$ cat config.mk
export PLATFORM = sky130hd
export DESIGN_NAME = wwd_regs
export DESIGN_NICKNAME = d
export VERILOG_FILES = /design/src/rtl/wwd_pkg.sv /design/src/rtl/wwd_regs.sv
export SDC_FILE = /design/constraint.sdc
export NUM_CORES = 1
export LEC_CHECK = 0
export BUFFER_PORTS_ARGS = -buffer_cell sky130_fd_sc_hd__buf_4
export CAP_MARGIN = 20
export CORE_ASPECT_RATIO = 1.25
export CORE_MARGIN = 3
export CORE_UTILIZATION = 60
export CTS_BUF_LIST = sky130_fd_sc_hd__clkbuf_2
export CTS_CLUSTER_DIAMETER = 200
export CTS_CLUSTER_SIZE = 40
export DETAILED_ROUTE_END_ITERATION = 16
export GPL_TIMING_DRIVEN = 0
export PLACE_DENSITY = 0.8
export SYNTH_ARGS = -nofsm -noshare
export SYNTH_HDL_FRONTEND = slang
export SYNTH_SLANG_ARGS = --single-unit
export TNS_END_PERCENT = 30
$ cat constraint.sdc
create_clock -name clk_i -period 3.62 [get_ports clk_i]
set_input_delay 0.724 -clock clk_i [delete_from_list [all_inputs] [get_ports clk_i]]
set_output_delay 0.724 -clock clk_i [all_outputs]
set_load 0.01 [all_outputs]
$ cat src/rtl/wwd_pkg.sv
package wwd_pkg;

    // ------------------------------------------------------------
    // Register map
    // ------------------------------------------------------------
    localparam logic [2:0] WWD_ADDR_CTRL0 = 3'h0;
    localparam logic [2:0] WWD_ADDR_CTRL1 = 3'h1;
    localparam logic [2:0] WWD_ADDR_PSL = 3'h2;
    localparam logic [2:0] WWD_ADDR_PSH = 3'h3;
    localparam logic [2:0] WWD_ADDR_TMR = 3'h4;

    // ------------------------------------------------------------
    // Field layout
    // ------------------------------------------------------------
    localparam int WWD_SEN_BIT = 0;
    localparam int WWD_PS_LSB = 1;
    localparam int WWD_PS_MSB = 5;
    localparam int WWD_WIN_LSB = 0;
    localparam int WWD_WIN_MSB = 2;
    localparam int WWD_CS_LSB = 4;
    localparam int WWD_CS_MSB = 6;
    localparam int WWD_ARM_BIT = 2;
    localparam int WWD_TMR_LSB = 3;
    localparam int WWD_TMR_MSB = 7;

    // ------------------------------------------------------------
    // Codes and reset values
    // ------------------------------------------------------------
    localparam logic [4:0] WWD_CFG_PS_FREE = 5'h1F;
    localparam logic [4:0] WWD_PS_DEFAULT = 5'h0B;
    localparam logic [4:0] WWD_PS_MAX = 5'h12;
    localparam logic [2:0] WWD_CFG_FREE3 = 3'h7;
    localparam logic [2:0] WWD_CS_LFO = 3'h0;
    localparam logic [2:0] WWD_CS_MFO = 3'h1;
    localparam logic [2:0] WWD_CS_SECONDARY_OSC = 3'h2;
    localparam logic [2:0] WWD_WIN_FULL = 3'h7;
    localparam logic [4:0] WWD_TMR_LAST = 5'h1F;
    localparam logic [1:0] WWD_MODE_OFF = 2'h0;
    localparam logic [1:0] WWD_MODE_SOFT = 2'h1;
    localparam logic [1:0] WWD_MODE_NOSLEEP = 2'h2;
    localparam logic [1:0] WWD_MODE_ON = 2'h3;
    localparam logic [1:0] WWD_LOAD_DONE = 2'h3;
    localparam logic [7:0] WWD_RD_ZERO = 8'h00;

    // ------------------------------------------------------------
    // Timing
    // ------------------------------------------------------------
    // Periods are nominal against the 31 kHz low-frequency oscillator
    localparam int WWD_LFO_HZ = 31000;
    localparam int WWD_SECONDARY_OSC_START_CNT = 1024;

endpackage

$ cat src/rtl/wwd_regs.sv
// Added by the designer: the placing of the registers and the address-and-strobe port.
`timescale 1ns/100ps

// Functional notes
// Period code doubles ratio from 1:32
// Period resets to 2s code or config
// Period locked unless config period all ones
// Soft enable only acts in mode 01
// Secondary oscillator restarts, waits 1024 counts
// Clock select picks low, mid, secondary
// Config clock 111 resets select to 000
// Clock select locked unless config 111
// Window code sets closed fraction
// Window select resets to config window
// Window select locked unless config 111
// 18-bit prescale readable in three places
// Firmware reads prescale only for debug
// Timer register shows 5-bit window value
// Armed flag reads in timer bit 2
// Unimplemented bits read zero
// Nominal periods reference 31 kHz oscillator
// Clear in closed window resets device
// Clear without arming read is violation; the code flags it only while window select is not 111
// Control writes, resets, clears zero count
// Window open from five count MSBs
// Count to ratio gives timeout reset
module wwd_regs
    import wwd_pkg::*;
#(
    parameter int PRE_W = 18,
    parameter int SECONDARY_OSC_START = WWD_SECONDARY_OSC_START_CNT
) (
    input wire logic clk_i,
    input wire logic rstn_i,
    input wire logic [2:0] addr_i,
    input wire logic [7:0] wdata_i,
    input wire logic wr_i,
    input wire logic rd_i,
    output logic [7:0] rdata_o,
    input wire logic [4:0] cfg_period_field_i,
    input wire logic [2:0] cfg_clock_field_i,
    input wire logic [2:0] cfg_window_field_i,
    input wire logic [1:0] cfg_operating_mode_i,
    input wire logic low_freq_osc_i,
    input wire logic mid_freq_osc_i,
    input wire logic secondary_osc_i,
    input wire logic sleep_i,
    input wire logic clear_watchdog_instr_i,
    output logic wdt_reset_o,
    output logic window_violation_o,
    output logic wake_o,
    output logic secondary_osc_restart_o,
    output logic wdt_active_o
);

    // ------------------------------------------------------------
    // Synchronisers
    // ------------------------------------------------------------
    logic [12:0] cfg_s1_r, cfg_s2_r;
    logic [3:0] pin_s1_r, pin_s2_r, pin_s3_r;

    always_ff @(posedge clk_i or negedge rstn_i) begin
        if (!rstn_i) begin
            cfg_s1_r <= '0;
            cfg_s2_r <= '0;
        end else begin
            cfg_s1_r <= {cfg_operating_mode_i, cfg_window_field_i, cfg_clock_field_i,
                         cfg_period_field_i};
            cfg_s2_r <= cfg_s1_r;
        end
    end

    always_ff @(posedge clk_i or negedge rstn_i) begin
        if (!rstn_i) begin
            pin_s1_r <= '0;
            pin_s2_r <= '0;
            pin_s3_r <= '0;
        end else begin
            pin_s1_r <= {sleep_i, secondary_osc_i, mid_freq_osc_i, low_freq_osc_i};
            pin_s2_r <= pin_s1_r;
            pin_s3_r <= pin_s2_r;
        end
    end

    logic [4:0] cfg_ps;
    logic [2:0] cfg_cs, cfg_win;
    logic [1:0] cfg_mode;
    logic [3:0] pin_rise;
    logic sleep_s, sleep_enter;

    assign cfg_ps = cfg_s2_r[4:0];
    assign cfg_cs = cfg_s2_r[7:5];
    assign cfg_win = cfg_s2_r[10:8];
    assign cfg_mode = cfg_s2_r[12:11];
    assign pin_rise = pin_s2_r & ~pin_s3_r;
    assign sleep_s = pin_s2_r[3];
    assign sleep_enter = pin_rise[3];

    // ------------------------------------------------------------
    // Configuration capture
    // ------------------------------------------------------------
    // Config straps are caught after the synchronisers have filled
    logic [1:0] load_cnt_r;
    logic loaded, load_now;

    assign loaded = (load_cnt_r == WWD_LOAD_DONE);
    assign load_now = (load_cnt_r == WWD_LOAD_DONE - 2'h1);

    always_ff @(posedge clk_i or negedge rstn_i) begin
        if (!rstn_i) begin
            load_cnt_r <= '0;
        end else if (!loaded) begin
            load_cnt_r <= load_cnt_r + 2'h1;
        end
    end

    // ------------------------------------------------------------
    // Control registers
    // ------------------------------------------------------------
    logic [4:0] period_select_r;
    logic soft_enable_r;
    logic [2:0] clk_select_r, window_select_r;
    logic wr_ctrl0, wr_ctrl1, rd_ctrl0;

    assign wr_ctrl0 = wr_i && (addr_i == WWD_ADDR_CTRL0);
    assign wr_ctrl1 = wr_i && (addr_i == WWD_ADDR_CTRL1);
    assign rd_ctrl0 = rd_i && (addr_i == WWD_ADDR_CTRL0);

    always_ff @(posedge clk_i or negedge rstn_i) begin
        if (!rstn_i) begin
            period_select_r <= WWD_PS_DEFAULT;
        // Period reset value
        end else if (load_now) begin
            period_select_r <= (cfg_ps == WWD_CFG_PS_FREE) ? WWD_PS_DEFAULT : cfg_ps;
        // Writable only when free
        end else if (wr_ctrl0 && loaded && cfg_ps == WWD_CFG_PS_FREE) begin
            period_select_r <= wdata_i[WWD_PS_MSB:WWD_PS_LSB];
        end
    end

    always_ff @(posedge clk_i or negedge rstn_i) begin
        if (!rstn_i) begin
            soft_enable_r <= 1'b0;
        end else if (wr_ctrl0 && loaded) begin
            soft_enable_r <= wdata_i[WWD_SEN_BIT];
        end
    end

    always_ff @(posedge clk_i or negedge rstn_i) begin
        if (!rstn_i) begin
            clk_select_r <= WWD_CS_LFO;
        // Free config clears select
        end else if (load_now) begin
            clk_select_r <= (cfg_cs == WWD_CFG_FREE3) ? WWD_CS_LFO : cfg_cs;
        // Locked unless free
        end else if (wr_ctrl1 && loaded && cfg_cs == WWD_CFG_FREE3) begin
            clk_select_r <= wdata_i[WWD_CS_MSB:WWD_CS_LSB];
        end
    end

    always_ff @(posedge clk_i or negedge rstn_i) begin
        if (!rstn_i) begin
            window_select_r <= WWD_WIN_FULL;
        // Window from config
        end else if (load_now) begin
            window_select_r <= cfg_win;
        // Locked unless free
        end else if (wr_ctrl1 && loaded && cfg_win == WWD_CFG_FREE3) begin
            window_select_r <= wdata_i[WWD_WIN_MSB:WWD_WIN_LSB];
        end
    end

    // ------------------------------------------------------------
    // Clock source and secondary oscillator start-up
    // ------------------------------------------------------------
    logic [$clog2(SECONDARY_OSC_START+1)-1:0] secondary_osc_cnt_r;
    logic secondary_osc_ready, tick, wdt_on;

    assign secondary_osc_ready = (secondary_osc_cnt_r == ($clog2(SECONDARY_OSC_START+1))'(SECONDARY_OSC_START));

    // Start-up count after restart
    always_ff @(posedge clk_i or negedge rstn_i) begin
        if (!rstn_i) begin
            secondary_osc_cnt_r <= '0;
        end else if (secondary_osc_restart_o) begin
            secondary_osc_cnt_r <= '0;
        end else if (pin_rise[2] && !secondary_osc_ready) begin
            secondary_osc_cnt_r <= secondary_osc_cnt_r + 1'b1;
        end
    end

    // Clock select decode
    always_comb begin
        unique case (clk_select_r)
            // Nominal low-freq reference
            WWD_CS_LFO: tick = pin_rise[0];
            WWD_CS_MFO: tick = pin_rise[1];
            // Held off until started
            WWD_CS_SECONDARY_OSC: tick = pin_rise[2] && secondary_osc_ready;
            default: tick = 1'b0;
        endcase
    end

    // Operating mode gate
    always_comb begin
        unique case (cfg_mode)
            WWD_MODE_ON: wdt_on = loaded;
            WWD_MODE_NOSLEEP: wdt_on = loaded && !sleep_s;
            WWD_MODE_SOFT: wdt_on = loaded && soft_enable_r;
            WWD_MODE_OFF: wdt_on = 1'b0;
        endcase
    end

    // ------------------------------------------------------------
    // Prescaler and window timer
    // ------------------------------------------------------------
    logic [PRE_W-1:0] pre_cnt_r, pre_mask;
    logic [4:0] win_tmr_r, ps_eff, win_bound;
    logic pre_last, timeout, win_open, windowed, armed_r, violation, clr_valid;

    // Unused high codes saturate at the longest period
    assign ps_eff = (period_select_r > WWD_PS_MAX) ? WWD_PS_MAX : period_select_r;
    // Ratio is 2 to the power ps plus five
    assign pre_mask = PRE_W'(({{PRE_W{1'b0}}, 1'b1} << ps_eff) - 1'b1);
    assign pre_last = (pre_cnt_r == pre_mask);
    // Timeout at the selected ratio
    assign timeout = wdt_on && tick && pre_last && (win_tmr_r == WWD_TMR_LAST);

    // Closed part is eighths of the period
    assign win_bound = {WWD_WIN_FULL - window_select_r, 2'b00};
    // Five count MSBs against boundary
    assign win_open = (win_tmr_r >= win_bound);
    assign windowed = (window_select_r != WWD_WIN_FULL);
    // Clear in closed window
    // Clear without arming
    assign violation = clear_watchdog_instr_i && wdt_on && windowed && (!armed_r || !win_open);
    assign clr_valid = clear_watchdog_instr_i && !violation;

    always_ff @(posedge clk_i or negedge rstn_i) begin
        if (!rstn_i) begin
            pre_cnt_r <= '0;
            win_tmr_r <= '0;
        // Clearing conditions
        end else if (!wdt_on || clr_valid || wr_ctrl0 || wr_ctrl1 || sleep_enter
                     || violation || timeout) begin
            pre_cnt_r <= '0;
            win_tmr_r <= '0;
        end else if (tick) begin
            pre_cnt_r <= pre_last ? '0 : pre_cnt_r + 1'b1;
            if (pre_last) begin
                win_tmr_r <= win_tmr_r + 5'h01;
            end
        end
    end

    // Arming read wins over a clear in the same cycle
    always_ff @(posedge clk_i or negedge rstn_i) begin
        if (!rstn_i) begin
            armed_r <= 1'b0;
        // Read arms the timer
        end else if (rd_ctrl0) begin
            armed_r <= 1'b1;
        end else if (clear_watchdog_instr_i || wr_ctrl0 || wr_ctrl1) begin
            armed_r <= 1'b0;
        end
    end

    // ------------------------------------------------------------
    // Event outputs
    // ------------------------------------------------------------
    always_ff @(posedge clk_i or negedge rstn_i) begin
        if (!rstn_i) begin
            wdt_reset_o <= 1'b0;
            window_violation_o <= 1'b0;
            wake_o <= 1'b0;
            secondary_osc_restart_o <= 1'b0;
            wdt_active_o <= 1'b0;
        end else begin
            // Timeout resets unless asleep
            wdt_reset_o <= (timeout && !sleep_s) || violation;
            // Violation flagged
            window_violation_o <= violation;
            wake_o <= timeout && sleep_s;
            // Oscillator restart on reset
            secondary_osc_restart_o <= ((timeout && !sleep_s) || violation)
                                       && (clk_select_r == WWD_CS_SECONDARY_OSC);
            wdt_active_o <= wdt_on;
        end
    end

    // ------------------------------------------------------------
    // Read data
    // ------------------------------------------------------------
    // Prescale bytes are not latched together: debug use only
    logic [7:0] rdata_nxt;

    always_comb begin
        rdata_nxt = WWD_RD_ZERO;
        unique case (addr_i)
            // Unimplemented bits zero
            WWD_ADDR_CTRL0: rdata_nxt = {2'b00, period_select_r, soft_enable_r};
            WWD_ADDR_CTRL1: rdata_nxt = {1'b0, clk_select_r, 1'b0, window_select_r};
            // Prescale count spread
            WWD_ADDR_PSL: rdata_nxt = pre_cnt_r[7:0];
            WWD_ADDR_PSH: rdata_nxt = pre_cnt_r[15:8];
            // Window value and armed flag
            // Armed status bit
            WWD_ADDR_TMR: rdata_nxt = {win_tmr_r, armed_r, pre_cnt_r[17:16]};
            default: rdata_nxt = WWD_RD_ZERO;
        endcase
    end

    always_ff @(posedge clk_i or negedge rstn_i) begin
        if (!rstn_i) begin
            rdata_o <= WWD_RD_ZERO;
        end else if (rd_i) begin
            rdata_o <= rdata_nxt;
        end else begin
            rdata_o <= WWD_RD_ZERO;
        end
    end
endmodule
After elaboration in Yosys (flattened, before gate mapping)
Cells that the tools add are included.

word-level totals
  output and inout bits = 13
  word-level logic and storage cells = 121
  register bits = 100

operators by class
  muxes and demuxes = 23
  shift-type cells = 1
  bitwise gates (word level) = 2
  $lt $le $gt $ge = 2
  add/sub/neg operators = 6
  equality and inequality tests = 18
  reduce and logical (&&, ||, !) cells = 49

operators with widths
  cell                                                 count
  2-to-1 mux 18 bit                                    3
  case mux 8 bit (5 select lines)                      1
  2-to-1 mux 5 bit                                     7
  logical AND 1 bit                                    22
  2-to-1 mux 11 bit                                    2
  adder 18 x 1 -> 18 bit (second input constant)       1
  == test 18 bit                                       1
  left shift 1 x 5 -> 18 bit (first input constant)    1
  subtractor 18 x 1 -> 18 bit (second input constant)  1
  2-to-1 mux 3 bit                                     5
  nonzero test 2 bit                                   7
  adder 11 x 1 -> 11 bit (second input constant)       1
  == test 11 bit (second input constant)               1
  == test 5 bit (second input constant)                2
  logical OR 1 bit                                     10
  == test 3 x 2 -> 1 bit (second input constant)       3
  == test 3 bit (second input constant)                3
  == test 2 bit (second input constant)                4
  2-to-1 mux 8 bit                                     1
  == test 3 x 1 -> 1 bit (second input constant)       2
  logical NOT 1 bit                                    6
  logical NOT 3 bit                                    2
  adder 5 x 1 -> 5 bit (second input constant)         1
  >= comparator 5 bit                                  1
  other kinds (12)                                     13

Depth between registers and ports, before layout
Gate-level depths: netlist of run 1.

  depth after elaboration = 16
  gate-level depth with buffers = 14
  gate-level depth less buffers = 10

Least setup slack after synthesis of run 1
Ideal clock, no wire load.

  kind = reg2reg
  start = register period_select_r[2]
  end = register win_tmr_r[2]
  stages on the path, launching flop included = 15
  arrival time = 2770 ps
  path slack = 730 ps
  clock period less this slack = 2890 ps
  data required time = 3500 ps
  setup time = 120 ps
  path through = dfrtp_1 -> buf_2 -> buf_1 -> nor2_1 -> nand3_1 -> ha_1 -> clkbuf_1 -> o311a_1 -> a31oi_1 -> a21oi_1 -> a311oi_2 -> and4_1 -> buf_6 -> a311oi_1 -> a31o_1

on the way
  word-level cells in the longest chain between the ends = 10

ends and longest elaborated chain
  item                                  line             source
  from (decl)                           wwd_regs.sv:120  logic [4:0] period_select_r;
  from (signal assigned)                wwd_regs.sv:134  period_select_r <= (cfg_ps == WWD_CFG_PS_FREE) ? WWD_PS_DEFAULT : cfg_ps;
  from (signal assigned)                wwd_regs.sv:137  period_select_r <= wdata_i[WWD_PS_MSB:WWD_PS_LSB];
  greater-than comparator 5 bit         wwd_regs.sv:222  assign ps_eff = (period_select_r > WWD_PS_MAX) ? WWD_PS_MAX : period_select_r;
  2-to-1 mux 5 bit *                    wwd_regs.sv:222
  left shift 1 x 5 -> 18 bit *          wwd_regs.sv:224  assign pre_mask = PRE_W'(({{PRE_W{1'b0}}, 1'b1} << ps_eff) - 1'b1);
  subtractor 18 x 1 -> 18 bit *         wwd_regs.sv:224
  == test 18 bit *                      wwd_regs.sv:225  assign pre_last = (pre_cnt_r == pre_mask);
  logical AND 1 bit (2 in a row)        wwd_regs.sv:227  assign timeout = wdt_on && tick && pre_last && (win_tmr_r == WWD_TMR_LAST);
  logical OR 1 bit                      wwd_regs.sv:245  || violation || timeout) begin
  nonzero test 2 bit (no source line)   n/a
  AND reduction 2 bit (no source line)  n/a
  to (signal assigned)                  wwd_regs.sv:251  win_tmr_r <= win_tmr_r + 5'h01;
  to (decl)                             wwd_regs.sv:218  logic [4:0] win_tmr_r, ps_eff, win_bound;

Every way passes the cells marked *; elsewhere a longest branch is shown, timed or not.
A chain may end at the register's enable or synchronous reset.

Final worst setup path of run 1
  start = register period_select_r[3]
  end = register pre_cnt_r[7]

on the way
  word-level cells in the longest chain between the ends = 9

ends and longest elaborated chain
  item                                                            line             source
  greater-than comparator 5 bit                                   wwd_regs.sv:222
  2-to-1 mux 5 bit *                                              wwd_regs.sv:222
  left shift 1 x 5 -> 18 bit *                                    wwd_regs.sv:224
  subtractor 18 x 1 -> 18 bit *                                   wwd_regs.sv:224
  == test 18 bit *                                                wwd_regs.sv:225
  logical AND 1 bit (2 in a row)                                  wwd_regs.sv:227
  logical OR 1 bit                                                wwd_regs.sv:245
  2-to-1 mux 18 bit / nonzero test 2 bit (equally long branches)  n/a
  to (signal assigned)                                            wwd_regs.sv:249  pre_cnt_r <= pre_last ? '0 : pre_cnt_r + 1'b1;
  to (decl)                                                       wwd_regs.sv:217  logic [PRE_W-1:0] pre_cnt_r, pre_mask;

Every way passes the cells marked *; elsewhere a longest branch is shown, timed or not. The select of a mux whose other input is x is not followed.

==> metrics, run 1 <==
ant diodes=0; initial detailed-routing violation count=369; hold slack=0.225 ns; initial antenna violation count=0; worst-path fanout max=10; CTS clk-pin slew, worst paths=0.28 ns; router iterations before antenna repair=5; Power Dens Cells=354 mW/mm^2; Worst-Skew Late Latency=0.60 ns; path depth of the worst reg2reg path=14; Hold Path Origin=cfg_clock_field_i[1]; Setup CP Type=flop to flop; die area=0.00980 mm^2; post-synthesis simple-gate area fraction=0.197; mean post-synth cell area=9.90 um^2; via count=4274; initial core utilization=0.623; GP Congestion=0.905; drt drc=0; mux contribution to synthesized area=0.0391; synthesized area=0.00519 mm^2; num rows=37; minimum clock period=3.48 ns; Net count, final=627; warnings from Yosys=0; Finished Layout Cells=682; Seq/Total Area, Yosys=0.484; Synth Area in Compound Gates=0.143; Static Leak=2.55 nW; fill count=636; Critical Path RT=4.16 ns; root buffer cell=clkbuf_2; top_reg_cell synth=dfrtp_1; Max Fclk=288 MHz; HP Class=primary input to flop; Hold Vio Cnt, Final=0; fin area=0.00577 mm^2; total CTS buffers=9; post-synthesis cell count=524; max-cap viol count=0; area delta synth->final=11.3%; Synth Area in Adders=0.0338; fin crit share=0.960; CTS tree=done; Post-synth EDFFs=0; Reg-to-Reg End=pre_cnt_r[7]$_DFFE_PN0P_; post-placement cell count=666; kind of end point of the critical path=flop; synth cell count leaders=dfrtp_1, nor2_1, nand2_1; DR WL/cell=17.8 um; critical path launch point type=flop; #FFs+latches synth=100; Die W=89.2 um; port bufs=44; share of post-route cells with drive strength above 1=0.166; largest net degree at the start of global routing=78; xor/xnor share of the synthesized area=0.0574; antenna viol nets, final=0; share of Yosys cell area claimed by the top area cell type=0.453; Worst Hold Path Cells=1; Slew HR=0.560; placed cell areas=0.00567 mm^2; die height=110 um; synth top area cells=dfrtp_1, nor2_1, mux2i_1, ha_1, xor2_1; CTS max path bufs=2; vias in the first global route=4135; global-route wire length before repair=19900 um; main combinational cell family by area after synthesis=simple AND/OR/NAND/NOR gates; total grt overflow=0; Placeable Area=0.00833 mm^2; clk sinks=100; outcome=finished, final reports clean; final wirelength=12100 um; max-slew violations=0; gr usage total=0.267; Slew @ Worst Pin=0.659 ns; H-tree lvl count=3; DP Wirelength=8900 um; I/O pins=46; Layout Skew=0.0357 ns; largest area contributor in the netlist=dfrtp_1; drt via density=6.27; Hold Path Sink=cfg_s1_r[6]$_DFF_PN0_; Reg-to-Reg Start=period_select_r[3]$_DFFE_PN1P_; total negative setup slack=0 ns; Sequential cell area=0.00251 mm^2; Final setup viols=0; dominant cell by count in the synthesized netlist=dfrtp_1; Arr. time, crit path=4.02 ns; area of the multi-input gates=0.00244 mm^2; maximum vdd ir drop=0.269 mV; count of different cell masters after synthesis=69; ys async rst share=1.00; Reg2Reg Setup Slack=0.14 ns; syn_nets=571
[worst max-delay path by stage]
stage                                        start                         to  slack [ns]  cells past startpoint
finish              period_select_r[3]$_DFFE_PN1P_   pre_cnt_r[7]$_DFFE_PN0P_        0.14                     14
global route        period_select_r[2]$_DFFE_PN0P_  pre_cnt_r[10]$_DFFE_PN0P_      -0.009                     14
CTS                 period_select_r[2]$_DFFE_PN0P_   pre_cnt_r[7]$_DFFE_PN0P_        0.08                     14
detailed placement  period_select_r[2]$_DFFE_PN0P_  pre_cnt_r[11]$_DFFE_PN0P_        0.13                     14
global placement    period_select_r[2]$_DFFE_PN0P_  pre_cnt_r[12]$_DFFE_PN0P_        0.19                     14
floorplan           period_select_r[2]$_DFFE_PN0P_   win_tmr_r[2]$_DFFE_PN0P_        0.73                     14
[registers in the layout (all words and copies together) (netlist names), 2 cells and up]
register / cells
pre_cnt_r: 18
cfg_s1_r: 13
cfg_s2_r: 13
secondary_osc_cnt_r: 11
rdata_o: 8
period_select_r: 5
win_tmr_r: 5
pin_s1_r: 4
pin_s2_r: 4
pin_s3_r: 4
clk_select_r: 3
window_select_r: 3
load_cnt_r: 2
[per-stage QoR]
stage	power (W)	utilization	setup slack, ns
CTS	0.00205	0.693	0.0812
global route	0.00216	0.693	-0.00939
detailed placement	0.00158	0.680	0.131
global placement	0.00156	0.677	0.188
floorplan	0.00144	-	0.730
finish	0.00204	0.693	0.144
[power by group]
group          leakage [nW]  switching [W]  internal [W]
Sequential             1.25      0.0000659       0.00120
Combinational          1.24       0.000172      0.000127
Clock                0.0539       0.000389     0.0000938
[placed cells by master (no fill, tap or decap), types with 7 or more instances in the layout]
cell type,n
inv_1,22
nor2_1,49
and4_1,8
dfrtp_1,94
and2_1,12
buf_4,45
o21ai_0,23
a31oi_1,7
clkbuf_2,12
and3_1,10
a21oi_1,22
xnor2_1,15
nand2_1,40
ha_1,14
nand3_1,25
nor3_1,8
mux2i_1,18
nand4_1,14
buf_2,10
xor2_1,19
clkbuf_1,11
[worst max-delay path, stage by stage (launching register included)]
cell      delay [ns]
dfstp_2         0.43
buf_2           0.17
buf_6           0.16
nor2_1          0.31
nand3_1         0.16
ha_1            0.24
clkbuf_1        0.23
o311a_1         0.17
a31oi_1         0.21
a21oi_1         0.12
a311oi_2        0.42
and4_1          0.31
a21o_2          0.24
buf_4           0.20
nor2_1          0.06
[cells by family after synthesis]
kind of cell	after synthesis
xor+xnor	34
simple gates	198
compound gates	105
fa+ha+maj	14
flops	100
buf+inv	53
mux	20
[layout make-up]
cell class | count | share of cell area
clock inverter | 7 | 0.00889
sequential | 100 | 0.435
buffer | 29 | 0.0262
multi-input combinational | 371 | 0.423
timing repair buffer | 46 | 0.0637
clock buffer | 9 | 0.00780
inverter | 23 | 0.0150
tap | 97 | 0.0210
[timing repair]
item / 4_1_cts / 5_1_grt
resized for setup: 0 / 2
setup buffers: 0 / 0
setup endpoints to repair: 0 / 18
hold buffers: 1 / 0
hold endpoints to repair: 23 / 0
[routing by layer]
layer | routed length (um) | GRT usage | vias up | part of all wire
li1 | - | - | 1965 | -
met1 | 4930 | 0.348 | 2085 | 0.41
met2 | 5990 | 0.428 | 177 | 0.49
met3 | 708 | 0.0547 | 47 | 0.058
met4 | 504 | 0.117 | 0 | 0.042
met5 | 0 | 0 | - | 0
No activity file was read; power rests on OpenSTA's default activity.
==> run 2, diff against run 1 <==
Settings changed: CORE_UTILIZATION 60 to 56, CTS_CLUSTER_SIZE 40 to 30, PLACE_DENSITY 0.8 to 0.79.
Clock period 3.62 ns to 3 ns, I/O delays scaled along.
==> run 2 against run 1 <==
  * Register-to-register slack got worse by 0.05 ns
  * Clock skew rose by 0.0057 ns
  * Worst hold slack got worse by 0.18 ns
  * Clock-buffer cell count did not move
  * Maximum frequency rose by 20%
  * First-iteration DRC count fell by 17%
  * Power rose by 28%
  * Die area rose by 6.7%
  * Critical path type unchanged
  * Critical endpoint is now pre_cnt_r[1]$_DFFE_PN0P_
==> metrics, run 2 (same netlist as run 1, synthesis figures left out) <==
fin crit share=0.968; kind of end point of the critical path=flop; Largest register FFs=18; Final Util=0.690; Overall Power=0.00261 W; Max Fclk=344 MHz; commonest non-fill, non-tap cell in the layout=dfrtp_1; CTS clk-pin slew, worst paths=0.33 ns; gr usage total=0.248; final wirelength=12400 um; Sequential cell area=0.00251 mm^2; Final setup viols=0; drt drc=0; worst-path fanout max=10; Worst Hold Path Cells=1; Reg2Reg Setup Slack=0.1 ns; fill count=691; share of post-route cells with drive strength above 1=0.185; Reg-to-Reg Start=period_select_r[3]$_DFFE_PN1P_; CTS max path bufs=2; Power Dens Cells=428 mW/mm^2; total CTS buffers=9; antenna viol nets, final=0; Reg-to-Reg End=pre_cnt_r[1]$_DFFE_PN0P_; Slew HR=0.604; Layout Skew=0.0414 ns; worst path bufs/invs=4; root buffer cell=clkbuf_2; outcome=finished, final reports clean; Placeable Area=0.00884 mm^2; total grt overflow=0; CTS tree=done; slowest CP cell=dfstp_2; via count=4338; Critical Path RT=3.60 ns; commonest non-fill, non-tap cells in the layout=dfrtp_1, buf_4, nor2_1, nand2_1, nand3_1; Setup CP Type=flop to flop; initial core utilization=0.587; num rows=38; Worst-Skew Late Latency=0.65 ns; path depth of the worst reg2reg path=13; H-tree lvl count=3; clk sinks=100; die area=0.0105 mm^2; Hold Vio Cnt, Final=0; DR WL/cell=17.1 um; global-route wire length before repair=20300 um; GP Congestion=0.916; area delta synth->final=17.6%; I/O pins=46; RSZ-0062 raised after global routing=no; initial detailed-routing violation count=307; largest net degree at the start of global routing=65; initial antenna violation count=0; max-slew violations=0; critical-path cell list=buf_6 -> nor2_2 -> nand3_1 -> ha_2 -> inv_2 -> a21o_1 -> a211o_1 -> mux2_2 -> a2111oi_4 -> buf_4 -> buf_6 -> nand3_1 -> a32o_1; Arr. time, crit path=3.50 ns; router iterations before antenna repair=5; DP Wirelength=8940 um; maximum vdd ir drop=0.366 mV; critical path launch point type=flop; die height=114 um; fin area=0.00610 mm^2; largest registers=pre_cnt_r: 18 flops, cfg_s1_r: 13 flops, cfg_s2_r: 13 flops; minimum clock period=2.90 ns; port bufs=44; Hold Path Sink=cfg_s1_r[3]$_DFF_PN0_; placed cell areas=0.00570 mm^2; Static Leak=2.69 nW; area of the multi-input gates=0.00247 mm^2; crit-path leading delay family=compound AO/OA/AOI/OAI gates; max-cap viol count=0; ant diodes=0; Slowest Stage Delay on Critical Path=0.64 ns; Largest Register=pre_cnt_r; Net count, final=648; Hold Path Origin=cfg_period_field_i[3]; drt via density=5.98; Slew @ Worst Pin=0.594 ns; HP Class=primary input to flop; vias in the first global route=4175; Die W=92.1 um
==> run 2: worst register-to-register path, delay by kind of cell (launching register included) <==
family / cells / cell delay (ns)
AO/OA/AOI/OAI: 4 / 0.90
flip-flops: 1 / 0.64
buffers and inverters: 4 / 0.56
multiplexers: 1 / 0.29
AND/OR/NAND/NOR: 3 / 0.24
adder cells (fa/ha/maj): 1 / 0.21
==> run 2: how the worst max path moves through the flow <==
stage / startpoint / end / slack, ns / cells after the start
after floorplan: period_select_r[2]$_DFFE_PN0P_ / win_tmr_r[2]$_DFFE_PN0P_ / 0.11 / 14
after global placement: period_select_r[2]$_DFFE_PN0P_ / pre_cnt_r[14]$_DFFE_PN0P_ / -0.44 / 14
after detailed placement: period_select_r[2]$_DFFE_PN0P_ / pre_cnt_r[12]$_DFFE_PN0P_ / -0.42 / 14
after CTS: period_select_r[0]$_DFFE_PN1P_ / pre_cnt_r[8]$_DFFE_PN0P_ / 0.000008 / 13
after global routing: period_select_r[3]$_DFFE_PN1P_ / pre_cnt_r[1]$_DFFE_PN0P_ / 0.003 / 13
final: period_select_r[3]$_DFFE_PN1P_ / pre_cnt_r[1]$_DFFE_PN0P_ / 0.1 / 13
==> run 2: layer usage <==
| metal | part of all wire | GRT usage | up-vias |
|---|---|---|---|
| met1 | 0.42 | 0.316 | 2120 |
| met4 | 0.031 | 0.119 | 0 |
| li1 | - | - | 2019 |
| met3 | 0.058 | 0.0455 | 32 |
| met2 | 0.49 | 0.409 | 167 |
| met5 | 0 | 0 | - |
==> run 2: what timing repair did <==
action / in CTS / in global routing
gates resized for setup: 13 / 15
endpoints found under the setup margin: 26 / 21
endpoints found under the hold margin: 44 / 6
pin swaps: 5 / 5
setup buffers: 4 / 3
hold buffers: 9 / 6
==> run 2: power by group <==
group          switching, W  internal [W]  total, W
clock              0.000543      0.000152  0.000695
combinational      0.000217      0.000177  0.000394
sequential        0.0000790       0.00144   0.00152
total              0.000839       0.00177   0.00261
==> run 2: area by class of cell <==
cell class	count	area share
Clock buffer	9	0.00739
Buffer	29	0.0312
Inverter	23	0.0142
Multi-Input combinational cell	371	0.405
Timing Repair Buffer	67	0.0919
Sequential cell	100	0.412
Clock inverter	7	0.0142
Tap cell	120	0.0246
==> run 2: metrics by stage <==
stage / hold WS, ns / setup WS, ns / setup TNS, ns / cells
after floorplan: 0.304 / 0.110 / 0 / 524
after global placement: 0.332 / -0.439 / -9.13 / 688
after detailed placement: 0.336 / -0.420 / -8.70 / 689
after CTS: 0.0161 / 0.00000777 / 0 / 717
after global routing: 0.0117 / 0.00287 / 0 / 726
final: 0.0439 / 0.0951 / 0 / 726
==> run 3, diff against run 2 <==
Settings changed: CORE_UTILIZATION 56 to 35, GPL_TIMING_DRIVEN 0 to not set, HOLD_SLACK_MARGIN set to 0.02, PLACE_DENSITY 0.79 to not set.
==> run 3 against run 2 <==
  * Routed wire length shrank 0.86%
  * Core utilization decreased by 28 points
  * Critical path depth fell by 1
  * Clock power is 16% lower
  * Largest cell class unchanged
  * Highest routed layer unchanged
==> metrics, run 3 (same netlist as run 1, synthesis figures left out) <==
Hold Vio Cnt, Final=0; Post-CTS Setup Inserts=0; initial core utilization=0.359; initial antenna violation count=1; sequential fraction of design power=0.615; Power Dens Cells=416 mW/mm^2; CTS tree=done; Slowest Stage Delay on Critical Path=0.43 ns; Layout Skew=0.0471 ns; CTS max path bufs=2; router iterations before antenna repair=5; Psw=0.000753 W; area delta synth->final=14.7%; final wirelength=12300 um; HP Class=primary input to flop; sw frac=0.304; die area=0.0163 mm^2; Slew HR=0.569; Placeable Area=0.0145 mm^2; met2 usage=0.257; CP most frequent cell=buf_4; antenna viol nets, final=0; I/O pins=46; Logic pwr share=0.149; GR Util met3=0.0328; largest registers=pre_cnt_r: 18 flops, cfg_s1_r: 13 flops, cfg_s2_r: 13 flops; vias in the first global route=4106; Critical Path RT=3.52 ns; internal power=0.00172 W; via count=4181; slowest CP cell=dfrtp_1; Setup CP Type=flop to flop; drt via density=5.47; worst-path fanout max=10; critical path launch point type=flop; commonest non-fill, non-tap cell in the layout=dfrtp_1; GR Util met1=0.208; Worst-Skew Late Latency=0.59 ns; drt drc=0; largest net degree at the start of global routing=49; gr usage total=0.158; Worst Setup Slack post-DPL=0.153 ns; kind of end point of the critical path=flop; DP Wirelength=8970 um; fin crit share=0.944; port bufs=44; critical-path cell list=nor2_1 -> nand3_1 -> ha_1 -> buf_4 -> o311a_1 -> a31oi_1 -> a21oi_1 -> a311oi_2 -> and4_1 -> buf_4 -> a311oi_1 -> a31o_1; outcome=finished, final reports clean; initial detailed-routing violation count=238; Finished Layout Cells=764; worst setup slack after layout=0.168 ns; share of post-route cells with drive strength above 1=0.164; commonest non-fill, non-tap cells in the layout=dfrtp_1, buf_4, nor2_1, nand2_1, nand3_1; Top Usage Layer GRT=met2; DR WL/cell=16.2 um; Largest register FFs=18; num rows=49; Final setup viols=0; die height=142 um; maximum vdd ir drop=0.268 mV; GP Congestion=0.892; total grt overflow=0; Net count, final=627; Die W=115 um; root buffer cell=clkbuf_2; Arr. time, crit path=3.35 ns; fin area=0.00595 mm^2; RSZ-0062 raised after global routing=yes; Slew @ Worst Pin=0.647 ns; max-cap viol count=0; max-slew violations=0; global-route wire length before repair=20700 um; H-tree lvl count=3; post-placement cell count=734; placed cell areas=0.00572 mm^2; CTS clk-pin slew, worst paths=0.28 ns; clk sinks=100; Max Fclk=353 MHz; Overall Power=0.00248 W; Largest Register=pre_cnt_r; Static Leak=2.59 nW; minimum clock period=2.83 ns; clock share of power=0.236; total CTS buffers=9
run 3: metrics by stage:
stage               hold slack (ns)  setup TNS, ns  utilization
floorplan                     0.304              0            -
global placement              0.331              0        0.395
detailed placement            0.336              0        0.395
CTS                          0.0333              0        0.403
global route                 0.0263        -0.0931        0.411
finish                        0.109              0        0.411
run 3: final timing paths:
check	from	endpoint	slack (ns)	cells after the start
min in group asynchronous	rstn_i	secondary_osc_cnt_r[5]$_DFFE_PN0P_	0.51	2
worst min register to register	cfg_s1_r[3]$_DFF_PN0_	cfg_s2_r[3]$_DFF_PN0_	0.38	0
max in group asynchronous	rstn_i	cfg_s2_r[0]$_DFF_PN0_	1.68	3
worst max register to register	period_select_r[2]$_DFFE_PN0P_	win_tmr_r[2]$_DFFE_PN0P_	0.17	12
worst min-delay path	cfg_period_field_i[2]	cfg_s1_r[2]$_DFF_PN0_	0.11	1
worst max-delay path	period_select_r[2]$_DFFE_PN0P_	win_tmr_r[2]$_DFFE_PN0P_	0.17	12
run 3: power by group through the flow:
stage	combinational (W)	clock, W	sequential, W
after detailed placement	0.000356	0	0.00155
after global routing	0.000414	0.000681	0.00154
after floorplan	0.000223	0	0.00152
after global placement	0.000345	0	0.00154
final	0.000370	0.000584	0.00152
after CTS	0.000359	0.000615	0.00152
run 3: layout make-up:
type                    count  area [um^2]
well taps                 178          223
repair buffers             75          596
inverters                  23         86.3
clock buffers              10         50.0
diodes                      1         2.50
clock inverters             6         46.3
multi-input cells         371         2440
flip-flops and latches    100         2510
fillers                  1423         8520
run 3: worst max-delay path: cells and delay by family (launching register included):
kind,cells,cell delay [ns]
and+or+nand+nor,3,0.70
adders and majority gates,1,0.23
buffers and inverters,2,0.36
AOI/OAI and AO/OA,6,1.08
DFF,1,0.43
run 3: repair_timing:
action,CTS,global route
setup endpoints to repair,0,12
hold endpoints to repair,38,12
hold buffers,1,12
gates resized for setup,0,0
run 3: layer usage:
metal	vias to the layer above	routed length [um]
li1	1964	-
met1	2057	5420
met2	131	6040
met3	29	561
met4	0	311
met5	-	0
